File: src/design/curtain_cfg.svh
`ifndef CURTAIN_CFG_SVH
`define CURTAIN_CFG_SVH
// ************************************************************
// register map (byte addresses)
// ************************************************************
`define OFS_CTRL      12'h000
`define OFS_MISMATCH  12'h004
`define OFS_SYNC      12'h008
`define OFS_MUTE      12'h00c
`define OFS_OVR       12'h010
`define OFS_STATUS    12'h014
`define OFS_DIAG      12'h018
// ************************************************************
// control fields
// ************************************************************
`define CTRL_ARR_LSB  0
`define CTRL_MAN_BIT  2
`define CTRL_SUP_BIT  3
// ************************************************************
// reset values, times in ms at a 1 ms scan tick
// ************************************************************
`define RST_CTRL      32'h0000_0004
`define RST_MISMATCH  32'h0000_01f4
`define RST_SYNC      32'h0000_03e8
`define RST_MUTE      32'h0000_ea60
`define RST_OVR       32'h0000_ea60
`define SCAN_US       1000
`define CLK_MHZ       20
`define SCAN_CYCLES   (`SCAN_US * `CLK_MHZ)
// ************************************************************
// diagnostic codes
// ************************************************************
`define DG_FREE       16'h8006
`define DG_MUTE       16'h8018
`define DG_MISMATCH   16'hf001
`define DG_MUTE_TO    16'hf003
`define DG_SYNC_TO    16'hf004
`define DG_OVR_TO     16'hf005
`define DG_SEQ        16'hf019
`define DG_IDLE       16'h2003
`endif

File: src/design/curtain_pkg.sv
package curtain_pkg;
   // muting sensor arrangement
   typedef enum logic [1:0] {
      parallel_two_sensor,
      parallel_four_sensor,
      sequential_two_sensor,
      sequential_four_sensor
   } arrangement_t;
   // sampled field inputs
   typedef struct packed {
      logic curtain_ch_one;
      logic curtain_ch_two;
      logic sensor_grp_a_first;
      logic sensor_grp_a_second;
      logic sensor_grp_b_first;
      logic sensor_grp_b_second;
      logic bypass_override_input;
      logic restart_input;
   } field_in_t;
   // latched errors
   typedef struct packed {
      logic seq;
      logic ovr_to;
      logic mute_to;
      logic sync_to;
      logic mismatch;
   } err_t;
endpackage

File: src/design/light_curtain_muting_monitor.sv
// The register addresses and the AXI4-Lite register port were left to the implementer.
`timescale 1ns/1ns
`include "curtain_cfg.svh"
module light_curtain_muting_monitor #(
   parameter int unsigned SCAN_CYCLES = `SCAN_CYCLES
) (
   // clock and reset
   input  wire logic                  aclk,
   input  wire logic                  aresetn,
   input  wire logic                  clk_en,
   // field inputs
   input  wire curtain_pkg::field_in_t field_in,
   input  wire logic                  block_activate,
   // field outputs
   output logic                       release_output,
   output logic                       bypass_indicator,
   output logic                       fault_output,
   // axi4-lite write address
   input  wire logic [11:0]           s_axi_awaddr,
   input  wire logic                  s_axi_awvalid,
   output logic                       s_axi_awready,
   // axi4-lite write data
   input  wire logic [31:0]           s_axi_wdata,
   input  wire logic [3:0]            s_axi_wstrb,
   input  wire logic                  s_axi_wvalid,
   output logic                       s_axi_wready,
   // axi4-lite write response
   output logic [1:0]                 s_axi_bresp,
   output logic                       s_axi_bvalid,
   input  wire logic                  s_axi_bready,
   // axi4-lite read address
   input  wire logic [11:0]           s_axi_araddr,
   input  wire logic                  s_axi_arvalid,
   output logic                       s_axi_arready,
   // axi4-lite read data
   output logic [31:0]                s_axi_rdata,
   output logic [1:0]                 s_axi_rresp,
   output logic                       s_axi_rvalid,
   input  wire logic                  s_axi_rready
);
   // ************************************************************
   // registers
   // ************************************************************
   logic [31:0]               ctrl_q;         // arrangement and restart mode
   logic [31:0]               mism_q;         // channel_mismatch_limit
   logic [31:0]               sync_q;         // sync_window
   logic [31:0]               mute_lim_q;     // mute_time_limit
   logic [31:0]               ovr_lim_q;      // override_window, zero disables
   curtain_pkg::field_in_t    in_q;           // scan-sampled inputs
   curtain_pkg::err_t         err_q;          // latched errors
   logic                      muting_q;       // muting phase active
   logic                      ovr_q;          // override active
   logic                      armed_q;        // restart given
   logic                      seq_b_q;        // four seq: direction b to a
   logic                      seq_stage_q;    // four seq: second group reached
   logic [31:0]               mis_t_q;        // discrepancy timer
   logic [31:0]               syn_t_q;        // sync timer
   logic [31:0]               mut_t_q;        // muting timer
   logic [31:0]               ovr_t_q;        // override timer
   logic [31:0]               scan_q;         // scan prescaler
   logic [15:0]               diag_q;         // diagnostic code
   logic                      aw_hold_q;      // write address taken
   logic                      w_hold_q;       // write data taken
   logic [11:0]               awaddr_q;       // held write address
   logic [31:0]               wdata_q;        // held write data
   logic [3:0]                wstrb_q;        // held strobes
   // ************************************************************
   // decode
   // ************************************************************
   wire                        tick   = clk_en && (scan_q == SCAN_CYCLES - 1);
   curtain_pkg::arrangement_t  arr;
   assign arr = curtain_pkg::arrangement_t'(ctrl_q[`CTRL_ARR_LSB +: 2]);
   wire manual  = ctrl_q[`CTRL_MAN_BIT] || ctrl_q[`CTRL_SUP_BIT];
   wire ch1 = in_q.curtain_ch_one;
   wire ch2 = in_q.curtain_ch_two;
   wire a1 = in_q.sensor_grp_a_first;
   wire a2 = in_q.sensor_grp_a_second;
   wire b1 = in_q.sensor_grp_b_first;
   wire b2 = in_q.sensor_grp_b_second;
   wire four   = (arr == curtain_pkg::parallel_four_sensor) ||
                 (arr == curtain_pkg::sequential_four_sensor);
   wire clear  = ch1 && ch2;                       // beams unbroken
   wire ch_off = !ch1 && !ch2;                      // both channels dropped
   wire ch_mis = ch1 ^ ch2;
   wire grp_a  = a1 && a2;
   wire grp_b  = b1 && b2;
   wire any_a  = a1 || a2;
   wire any_b  = b1 || b2;
   wire no_sen = !any_a && !any_b;
   wire sync_pend = four ? ((any_a && !grp_a) || (any_b && !grp_b))
                         : (any_a && !grp_a);
   wire par2 = arr == curtain_pkg::parallel_two_sensor;
   wire par4 = arr == curtain_pkg::parallel_four_sensor;
   wire seq2 = arr == curtain_pkg::sequential_two_sensor;
   wire seq4 = arr == curtain_pkg::sequential_four_sensor;
   // muting start condition per arrangement
   wire start_p2 = par2 && grp_a;
   wire start_p4 = par4 && (grp_a || grp_b);
   wire start_s2 = seq2 && grp_a;
   wire start_s4 = seq4 && ((a1 && a2 && !any_b) || (b2 && b1 && !any_a));
   wire mute_start = start_p2 || start_p4 || start_s2 || start_s4;
   // wrong order in two-sequential: second before first
   wire bad_s2 = seq2 && !muting_q && a2 && !a1;
   // four-sequential order check
   wire bad_s4 = seq4 && (!muting_q ? ((a2 && !a1 && !any_b) || (b1 && !b2 && !any_a)
                                       || (any_a && any_b))
                                    : (seq_b_q ? (a1 && !a2) : (b2 && !b1)));
   // end of muting
   wire mute_end = muting_q && (four ? (no_sen && clear)
                                     : (seq2 ? (!grp_a && clear) : (no_sen && clear)));
   wire err_any  = |err_q;
   wire ovr_ok   = err_q.seq && (ovr_lim_q != 32'h0);
   wire dflt     = no_sen && clear;
   // ************************************************************
   // scan prescaler
   // ************************************************************
   always_ff @(posedge aclk)
   begin
      if (!aresetn)
         scan_q <= 32'h0;
      else if (clk_en)
         scan_q <= tick ? 32'h0 : scan_q + 32'h1;
   end
   // ************************************************************
   // input sampling once per scan
   // ************************************************************
   always_ff @(posedge aclk)
   begin
      if (!aresetn)
         in_q <= '0;
      else if (tick)
         in_q <= field_in;
   end
   // ************************************************************
   // timers, count scans while their condition stands
   // ************************************************************
   always_ff @(posedge aclk)
   begin
      if (!aresetn)
      begin
         mis_t_q <= 32'h0;
         syn_t_q <= 32'h0;
         mut_t_q <= 32'h0;
         ovr_t_q <= 32'h0;
      end
      else if (tick)
      begin
         mis_t_q <= ch_mis ? mis_t_q + 32'h1 : 32'h0;
         syn_t_q <= (sync_pend && !muting_q) ? syn_t_q + 32'h1 : 32'h0;
         mut_t_q <= muting_q ? mut_t_q + 32'h1 : 32'h0;
         ovr_t_q <= ovr_q ? ovr_t_q + 32'h1 : 32'h0;
      end
   end
   // ************************************************************
   // error latches, set wins over acknowledge
   // ************************************************************
   wire set_mis = ch_mis && (mis_t_q >= mism_q);
   wire set_syn = (par2 || par4) && sync_pend && !muting_q && (syn_t_q >= sync_q);
   wire set_mut = muting_q && (mut_t_q >= mute_lim_q);
   wire set_ovr = ovr_q && (ovr_t_q >= ovr_lim_q);
   wire set_seq = bad_s2 || bad_s4;
   always_ff @(posedge aclk)
   begin
      if (!aresetn)
         err_q <= '0;
      else if (tick && block_activate)
      begin
         err_q.mismatch <= set_mis || (err_q.mismatch && !ch_off);
         err_q.sync_to  <= set_syn || (err_q.sync_to && !no_sen);
         err_q.mute_to  <= set_mut || (err_q.mute_to && !(ch_off && no_sen));
         err_q.ovr_to   <= set_ovr || (err_q.ovr_to && !(ch_off && no_sen));
         err_q.seq      <= set_seq || (err_q.seq &&
                           in_q.bypass_override_input && !in_q.restart_input);
      end
   end
   // ************************************************************
   // muting, override and restart state
   // ************************************************************
   always_ff @(posedge aclk)
   begin
      if (!aresetn)
      begin
         muting_q    <= 1'b0;
         ovr_q       <= 1'b0;
         armed_q     <= 1'b0;
         seq_b_q     <= 1'b0;
         seq_stage_q <= 1'b0;
      end
      else if (tick)
      begin
         if (!block_activate || err_any || mute_end)
            muting_q <= 1'b0;
         else if (!muting_q && mute_start && clear)
            muting_q <= 1'b1;
         if (!muting_q && mute_start)
            seq_b_q <= any_b;
         seq_stage_q <= muting_q && (seq_b_q ? any_a : any_b);
         if (!ovr_q)
            ovr_q <= ovr_ok && in_q.bypass_override_input;
         else if (set_ovr || !in_q.bypass_override_input || dflt)
            ovr_q <= 1'b0;
         if (!clear && !muting_q && !ovr_q)
            armed_q <= !manual;
         else if (err_any && !ovr_q)
            armed_q <= 1'b0;
         else if (ovr_q && dflt)
            armed_q <= !manual;
         else if (!armed_q && clear && !err_any)
            armed_q <= !manual || in_q.restart_input;
      end
   end
   // ************************************************************
   // outputs
   // ************************************************************
   always_ff @(posedge aclk)
   begin
      if (!aresetn)
      begin
         release_output   <= 1'b0;
         bypass_indicator <= 1'b0;
         fault_output     <= 1'b0;
         diag_q           <= `DG_IDLE;
      end
      else if (tick)
      begin
         release_output   <= block_activate && (ovr_q ||
                             (!err_any && armed_q && (clear || muting_q)));
         bypass_indicator <= block_activate && muting_q;
         fault_output     <= block_activate && err_any;
         diag_q           <= err_q.mute_to  ? `DG_MUTE_TO :
                             err_q.mismatch ? `DG_MISMATCH :
                             err_q.sync_to  ? `DG_SYNC_TO :
                             err_q.ovr_to   ? `DG_OVR_TO :
                             err_q.seq      ? `DG_SEQ :
                             muting_q       ? `DG_MUTE :
                             armed_q        ? `DG_FREE : `DG_IDLE;
      end
   end
   // ************************************************************
   // axi4-lite slave, one cycle answer after both channels taken
   // ************************************************************
   wire        wr_go = aw_hold_q && w_hold_q && !s_axi_bvalid;
   wire [11:0] rd_a  = s_axi_araddr;
   wire        wr_ok = awaddr_q <= `OFS_OVR;
   wire [31:0] st_w  = {20'h0, seq_stage_q, ovr_q, muting_q, armed_q, 3'h0, err_q};
   wire [31:0] rd_v  = (rd_a == `OFS_CTRL)     ? ctrl_q :
                       (rd_a == `OFS_MISMATCH) ? mism_q :
                       (rd_a == `OFS_SYNC)     ? sync_q :
                       (rd_a == `OFS_MUTE)     ? mute_lim_q :
                       (rd_a == `OFS_OVR)      ? ovr_lim_q :
                       (rd_a == `OFS_STATUS)   ? st_w :
                       (rd_a == `OFS_DIAG)     ? {16'h0, diag_q} : 32'h0;
   wire        rd_ok = rd_a <= `OFS_DIAG && rd_a[1:0] == 2'b00;
   function automatic logic [31:0] merge(input logic [31:0] old, input logic [31:0] nw,
                                         input logic [3:0] be);
      for (int i = 0; i < 4; i++)
         if (be[i]) old[8*i +: 8] = nw[8*i +: 8];
      return old;
   endfunction
   always_ff @(posedge aclk)
   begin
      if (!aresetn)
      begin
         aw_hold_q <= 1'b0; w_hold_q <= 1'b0; s_axi_bvalid <= 1'b0; s_axi_rvalid <= 1'b0;
         s_axi_bresp <= 2'b00; s_axi_rresp <= 2'b00; s_axi_rdata <= 32'h0;
         awaddr_q <= 12'h0; wdata_q <= 32'h0; wstrb_q <= 4'h0;
         ctrl_q <= `RST_CTRL; mism_q <= `RST_MISMATCH; sync_q <= `RST_SYNC;
         mute_lim_q <= `RST_MUTE; ovr_lim_q <= `RST_OVR;
      end
      else if (clk_en)
      begin
         if (s_axi_awvalid && s_axi_awready) begin aw_hold_q <= 1'b1; awaddr_q <= s_axi_awaddr; end
         if (s_axi_wvalid && s_axi_wready) begin w_hold_q <= 1'b1; wdata_q <= s_axi_wdata; wstrb_q <= s_axi_wstrb; end
         if (wr_go)
         begin
            aw_hold_q <= 1'b0; w_hold_q <= 1'b0; s_axi_bvalid <= 1'b1;
            s_axi_bresp <= wr_ok ? 2'b00 : 2'b10;
            case (awaddr_q)
               `OFS_CTRL:     ctrl_q     <= merge(ctrl_q, wdata_q, wstrb_q);
               `OFS_MISMATCH: mism_q     <= merge(mism_q, wdata_q, wstrb_q);
               `OFS_SYNC:     sync_q     <= merge(sync_q, wdata_q, wstrb_q);
               `OFS_MUTE:     mute_lim_q <= merge(mute_lim_q, wdata_q, wstrb_q);
               `OFS_OVR:      ovr_lim_q  <= merge(ovr_lim_q, wdata_q, wstrb_q);
               default: ;
            endcase
         end
         else if (s_axi_bvalid && s_axi_bready)
            s_axi_bvalid <= 1'b0;
         if (s_axi_arvalid && s_axi_arready)
         begin
            s_axi_rvalid <= 1'b1; s_axi_rdata <= rd_v; s_axi_rresp <= rd_ok ? 2'b00 : 2'b10;
         end
         else if (s_axi_rvalid && s_axi_rready)
            s_axi_rvalid <= 1'b0;
      end
   end
   always_ff @(posedge aclk)
   begin
      if (!aresetn)
      begin
         s_axi_awready <= 1'b0; s_axi_wready <= 1'b0; s_axi_arready <= 1'b0;
      end
      else
      begin
         s_axi_awready <= clk_en && !aw_hold_q && !(s_axi_awvalid && s_axi_awready);
         s_axi_wready  <= clk_en && !w_hold_q && !(s_axi_wvalid && s_axi_wready);
         s_axi_arready <= clk_en && !s_axi_rvalid && !(s_axi_arvalid && s_axi_arready);
      end
   end
   // ************************************************************
   // checks
   // ************************************************************
   a_release_fault_excl: assert property (@(posedge aclk) disable iff (!aresetn)
      (tick && block_activate && err_any && !ovr_q) |=> !release_output)
      else $error("release with fault");
   a_mute_timeout_fault: assert property (@(posedge aclk) disable iff (!aresetn)
      (tick && block_activate && set_mut) |=> err_q.mute_to) else $error("mute timeout lost");
   a_mute_diag_code: assert property (@(posedge aclk) disable iff (!aresetn)
      (tick && err_q.mute_to) |=> diag_q == 16'hf003) else $error("wrong diag");
   a_indicator_follows: assert property (@(posedge aclk) disable iff (!aresetn)
      (tick && block_activate && muting_q) |=> bypass_indicator) else $error("no indicator");
   a_curtain_break_opens: assert property (@(posedge aclk) disable iff (!aresetn)
      (tick && ch_off && !muting_q && !ovr_q) |=> !release_output) else $error("release held");
   a_override_needs_err: assert property (@(posedge aclk) disable iff (!aresetn)
      (tick && !ovr_q && !ovr_ok) |=> !ovr_q) else $error("override w/o error");
   a_override_drop_ends: assert property (@(posedge aclk) disable iff (!aresetn)
      (tick && ovr_q && !in_q.bypass_override_input) |=> !ovr_q) else $error("override kept");
   a_inactive_no_fault: assert property (@(posedge aclk) disable iff (!aresetn)
      (tick && !block_activate) |=> !fault_output && !release_output) else $error("inactive");
   c_muting_seen: cover property (@(posedge aclk) bypass_indicator);
   c_override_seen: cover property (@(posedge aclk) ovr_q && release_output);
   c_mute_timeout: cover property (@(posedge aclk) err_q.mute_to);
endmodule // light_curtain_muting_monitor

File: config.mk
export PLATFORM = sky130hd
export DESIGN_NAME = light_curtain_muting_monitor
export DESIGN_NICKNAME = d
export VERILOG_FILES = /design/src/design/curtain_pkg.sv /design/src/design/light_curtain_muting_monitor.sv
export VERILOG_INCLUDE_DIRS = /design/src /design/src/design
export SDC_FILE = /design/constraint.sdc
export NUM_CORES = 1
export LEC_CHECK = 0
export ABC_AREA = 1
export BUFFER_PORTS_ARGS = -buffer_cell sky130_fd_sc_hd__buf_2
export CAP_MARGIN = 20
export CORE_ASPECT_RATIO = 1.5
export CORE_UTILIZATION = 50
export DETAILED_ROUTE_END_ITERATION = 12
export GPL_ROUTABILITY_DRIVEN = 0
export PLACE_DENSITY = 0.72
export RECOVER_POWER = 100
export SLEW_MARGIN = 20
export SYNTH_ARGS = -nofsm -noshare
export SYNTH_HDL_FRONTEND = slang
export SYNTH_SLANG_ARGS = --single-unit
File: constraint.sdc
create_clock -name aclk -period 1.8 [get_ports aclk]
set_input_delay 0.18 -clock aclk [delete_from_list [all_inputs] [get_ports aclk]]
set_output_delay 0.18 -clock aclk [all_outputs]
set_load 0.02 [all_outputs]
==> metrics, run 1 <==
CP Capture Type flop; DR vias/cell 5.90; share of layout cells above drive strength 1 0.273; Hold Path Class in -> reg; placed cell area 29000 um^2; antenna violations before repair 1; ratio of total power to cell area 589 nW/um^2; outcome finished with violations; Setup violations, final 255; fin crit period 2090 ps; clk_skew 39.1 ps; WL/cell 20.2 um; CP arrival 2570 ps; Synth cell types 53; CTS buffer count 44; final WL 99500 um; most common cell after layout, fill and taps aside nand2_1; most used cell, CP nor2_4; Starting DRT DRC Count 3053; # IOs 121; DIE AREA 49900 um^2; Core Rows 99; final period utilization 1.16; post-route setup slack -289 ps; fin. max-slew vios 0; Worst Hold Slack 1.83 ps; Critical Path Start Type flop; Post-DRT Antenna Nets 0; area of the multi-input gates 15500 um^2; fin area 34400 um^2; most frequent cells in the layout 707 x nand2_1, 447 x inv_1, 416 x buf_4, 404 x dfxtp_1, 353 x a21oi_1; max frequency 479 MHz; critical path fanouts, max 4; critical path's slowest cell dfxtp_2; first-pass GRT wire length 142000 um; Die X 183 um; Max H-tree Level 2; CTS clock-pin slew for the worst setup and hold paths 70 ps; Worst-Margin Slew 618 ps; Final Hold Viols 0; TritonRoute pass-1 iters 7; CP cell instances ha_4, buf_6, nand4_1, nor2_1, nand2_2, nor2_8, buf_8, nor2_4, buf_12, nor2_4, inv_2, o21ai_2, a31oi_1; Pleak 14.1 nW; ys async rst share 0; Reg-to-Reg Start scan_q[1]; CP max stage delay 360 ps; Clock Latency Late Sink 620 ps; TritonCTS clock tree yes; Slew headroom 0.588; Vias 29060; GRT Overall Usage 0.364; core area 48600 um^2; Initial Util 0.505; DR DRC count 0; layout net count 4458; total of max-cap violations 0; pin count of the biggest net entering global routing 120; post-synthesis sequential area ratio 0.357; CTS Buffer Depth 3; Post-synth EDFFs 0; VDD IR max 0.647 mV; Layout fillers 3706; Crit path required time 2280 ps; grt ovf 0; Setup crit start scan_q[1]; placed wire-length estimate 67000 um; WP buf/inv 4; Synth-to-Final Area Change 40.3%; Register Area 8790 um^2; ys flop type dfxtp_1; CP delay by family, top simple AND/OR/NAND/NOR gates; Num Clock Sinks 437; RSZ-0062 raised after global routing true; failing checks negative setup slack; synthesized area 24500 um^2; IO Port Bufs 118; clk root buf clkbuf_16; vias in the first global route 26653; CP Class reg -> reg; die height 273 um; Synth warnings 0; TNS Setup -29630 ps; Avg Cell Area, Syn 6.77 um^2; Cells after Synth 3621; hold path startpoint s_axi_araddr[3]; Yosys reg bits 437
==> sequential cells by signal (all words and copies together), names as in the netlist, 2 cells and up <==
register     flops
wdata_q         32
ctrl_q          32
awaddr_q        12
ovr_t_q         32
mism_q          32
diag_q           7
err_q            5
mis_t_q         32
in_q             2
mut_t_q         32
syn_t_q         32
mute_lim_q      32
s_axi_rdata     32
wstrb_q          4
scan_q          32
ovr_lim_q       32
sync_q          32
==> logic make-up after synthesis <==
group	synth area share
compound gates	0.169
xor+xnor	0.0129
fa+ha+maj	0.0730
buf+inv	0.0976
flops	0.357
other cells	0.000153
simple gates	0.291
==> tightest hold or removal path, cell delays in order <==
cell and delay (ps):
buf_2 110, inv_1 60, nor3_1 50, o221ai_1 130, inv_1 40
==> worst paths after layout <==
path | cells past startpoint | slack, ps | to
max | 13 | -290 | mut_t_q[3]
min | 5 | 2 | s_axi_rresp[1]
min reg2reg | 2 | 450 | ctrl_q[17]
max reg2reg | 13 | -290 | mut_t_q[3]
==> layout make-up <==
type                       count  share of cell area
antenna                        1           0.0000727
clock buffer                  58              0.0356
clock inverter                21             0.00615
inverter                     478              0.0541
multi-input combinational   2575               0.450
sequential                   437               0.256
tap                          656              0.0239
timing repair buffer         700               0.174
timing repair inverter         2            0.000691
==> stage by stage <==
stage	worst slack, ps	util	cells	total power [mW]
after floorplan	38.3	-	3622	10.3
after global placement	-345	0.598	4713	10.7
after detailed placement	-356	0.598	4713	10.7
after CTS	-217	0.664	4885	20.1
after global routing	-360	0.708	4928	20.7
final	-289	0.708	4928	20.3
==> cell usage after synthesis (2+ instances only) <==
cell / instances / area share
nor3_1: 117 / 0.024
nand3_2: 3 / 0.0012
o41ai_1: 2 / 0.00071
nor2_4: 4 / 0.0018
nor4_1: 31 / 0.0079
o21ai_0: 253 / 0.052
xor2_1: 31 / 0.011
o211a_1: 2 / 0.00082
nor3_2: 7 / 0.0029
o31ai_1: 3 / 0.00092
nand3_1: 207 / 0.042
a31oi_1: 8 / 0.0020
o21bai_1: 7 / 0.0021
nor4_2: 2 / 0.0010
o211ai_1: 20 / 0.0061
a21boi_1: 2 / 0.00061
nand2_1: 762 / 0.12
inv_1: 466 / 0.071
dfxtp_1: 437 / 0.36
clkbuf_1: 87 / 0.013
o21a_1: 6 / 0.0018
and3_1: 3 / 0.00077
ha_1: 143 / 0.073
xnor2_1: 5 / 0.0018
clkinv_1: 6 / 0.00092
a21oi_1: 440 / 0.090
buf_4: 2 / 0.00061
a21o_1: 4 / 0.0012
buf_6: 7 / 0.0032
inv_2: 6 / 0.00092
buf_2: 32 / 0.0065
a211oi_1: 3 / 0.00092
or2_2: 6 / 0.0015
nor3b_1: 10 / 0.0031
nor2_1: 282 / 0.043
nand2_2: 5 / 0.0013
o22ai_1: 19 / 0.0048
nand3b_1: 6 / 0.0018
o21ai_1: 13 / 0.0027
nand4_1: 148 / 0.038
nor2_2: 8 / 0.0020
buf_1: 5 / 0.00077
==> routing by layer <==
metal	share of wire	vias to the layer above	GRT usage
met5	0	-	0
met2	0.47	1700	0.628
li1	-	13360	-
met4	0.10	0	0.284
met1	0.35	13398	0.396
met3	0.084	602	0.0600
==> report_power, final <==
part	switching [mW]	internal [mW]
clock	4.32	5.13
combinational	0.616	0.437
sequential	0.0633	9.71
==> repair_timing <==
action,in CTS,in global routing
setup endpoints to repair,285,333
setup buffers,23,35
endpoints found under the hold margin,64,0
hold buffers,63,0
resized for setup,244,489
pin swaps,38,99
gates cloned,7,16
No activity file was read; power rests on OpenSTA's default activity.
==> inputs of run 2 (changes only) <==
--- a/config.mk
+++ b/config.mk
@@ -13,7 +13,7 @@
 export CORE_UTILIZATION = 50
 export DETAILED_ROUTE_END_ITERATION = 12
 export GPL_ROUTABILITY_DRIVEN = 0
-export PLACE_DENSITY = 0.72
+export PLACE_DENSITY = 0.7
 export RECOVER_POWER = 100
 export SLEW_MARGIN = 20
 export SYNTH_ARGS = -nofsm -noshare
==> run 2 against run 1 <==
The run still ends with negative setup slack left. Clock skew rose by 1.5 ps. Sequential share of layout area fell by 0.45 points. Sequential power barely moved. Total power rose by 1.7%. Core utilization rose by 1.3 points. Hold slack improved by 27 ps. Critical path type unchanged.
==> metrics, run 2 (same netlist as run 1, synthesis figures left out) <==
Die X 183 um (unchanged); critical path fanouts, max 8 (+4); CTS Buffer Depth 3 (unchanged); WL/cell 20.7 um (+2.7%); grt ovf 0 (unchanged); placed wire-length estimate 69300 um (+3.5%); fin crit period 2220 ps (+133 ps); # IOs 121 (unchanged); Synth-to-Final Area Change 42.9%; Pleak 14.5 nW (+2.6%); vias in the first global route 26957 (+1.1%); ratio of total power to cell area 589 nW/um^2 (about the same); die height 273 um (unchanged); Critical Path Start Type flop; max frequency 450 MHz (-6.0%); final WL 103000 um (+3.2%); DIE AREA 49900 um^2 (unchanged); RSZ-0062 raised after global routing true; Slew headroom 0.391 (-0.197); most common cell after layout, fill and taps aside nand2_1; GRT Overall Usage 0.377 (+0.0136); antenna violations before repair 5 (+4); IO Port Bufs 118 (unchanged); share of layout cells above drive strength 1 0.297 (+0.0244); final period utilization 1.23 (+0.0737); Worst-Margin Slew 914 ps (+296 ps); VDD IR max 0.733 mV (+13%); Setup violations, final 277 (+8.6%); Post-DRT Antenna Nets 0 (unchanged); layout net count 4478 (+0.45%); CP Capture Type flop; M2 GR Usage 0.645 (+0.0174); layer carrying the most global-route usage met2; Initial Util 0.505 (unchanged); Crit path required time 2320 ps (+40 ps); clk_skew 40.6 ps (+1.45 ps); core area 48600 um^2 (unchanged); Final Hold Viols 0 (unchanged); post-route insts no fill 4951 (+0.47%); DR vias/cell 5.86 (-0.67%); outcome finished with violations; CTS buffer count 44 (unchanged); Max H-tree Level 2 (unchanged); Final Power 20.6 mW (+1.7%); pin count of the biggest net entering global routing 104 (-13%); Num Clock Sinks 437 (unchanged); CTS clock-pin slew for the worst setup and hold paths 60 ps (about the same); total of max-cap violations 0 (unchanged); Vias 28999 (-0.21%); grt met3 use 0.0645 (+0.00452); clk root buf clkbuf_16; fin. max-slew vios 0 (unchanged); Starting DRT DRC Count 2554 (-16%); first-pass GRT wire length 145000 um (+2.4%); failing checks negative setup slack; Cells after DPL 4731 (+0.38%); most frequent cells in the layout 653 x nand2_1, 441 x inv_1, 428 x buf_4, 401 x dfxtp_1, 351 x a21oi_1; Core Rows 99 (unchanged); TritonCTS clock tree yes; Clock Latency Late Sink 610 ps (about the same); DR DRC count 0 (unchanged); CP Class reg -> reg; CP arrival 2740 ps (+170 ps); global-route met1 utilization 0.401 (+0.00564); Hold Path Class in -> reg; post-route setup slack -421 ps (-133 ps); TritonRoute pass-1 iters 8 (+1)
-- run 2: worst paths after layout --
path,from,endpoint,slack [ps],cells after the start
max reg2reg,scan_q[20],err_q[0],-420,9
min,s_axi_araddr[4],s_axi_rresp[1],30,5
min reg2reg,ctrl_q[30],ctrl_q[30],450,2
max,scan_q[20],err_q[0],-420,9
-- run 2: repair_timing --
action                                  4_1_cts  5_1_grt
cloned                                       11       17
hold endpoints to repair                     65        0
endpoints found under the setup margin      231      352
hold buffers                                 65        0
pin swaps                                    61      134
buffers inserted                             21       28
gates resized for setup                     257      618
-- run 2: metrics by stage --
stage	hold slack (ps)	instance area (um^2)	worst slack [ps]	TNS [ps]	utilization
6_report	28.8	35000	-421	-30730	0.722
5_1_grt	53.3	35000	-591	-66390	0.722
4_1_cts	6.81	32600	-150	-9820	0.671
3_5_place_dp	436	29100	-207	-16770	0.600
3_3_place_gp	433	29100	-183	-11630	0.600
2_1_floorplan	315	24500	38.3	0	-
-- run 2: cell type report --
class / instances / area (um^2)
timing repair buffer: 720 / 6170
clock inverter: 21 / 259
antenna: 5 / 12.5
inverter: 478 / 1860
sequential: 437 / 8800
tap: 656 / 821
multi-input combinational: 2575 / 15800
timing repair inverter: 2 / 23.8
clock buffer: 57 / 1270
fill: 3674 / 13500
-- run 2: routing by layer --
layer,wire (um),share of wire,vias up
met1,35400,0.34,13351
met4,10900,0.11,0
met5,0,0,-
met2,47800,0.47,1602
met3,8500,0.083,622
li1,-,-,13424
-- run 2: report_power, final --
| group | internal [mW] | leakage, nW | switching, mW |
|---|---|---|---|
| logic | 0.407 | 10.2 | 0.618 |
| clock network | 5.59 | 0.748 | 4.24 |
| registers | 9.71 | 3.54 | 0.0622 |
-- run 2: worst max-delay path, stage by stage, from the launching register on --
cell	delay, ps
dfxtp_1	360
nor2_1	210
nand4_1	170
nor4_1	470
nand2_1	220
buf_12	210
buf_8	150
nor3_4	140
nand2_2	100
a21oi_2	110
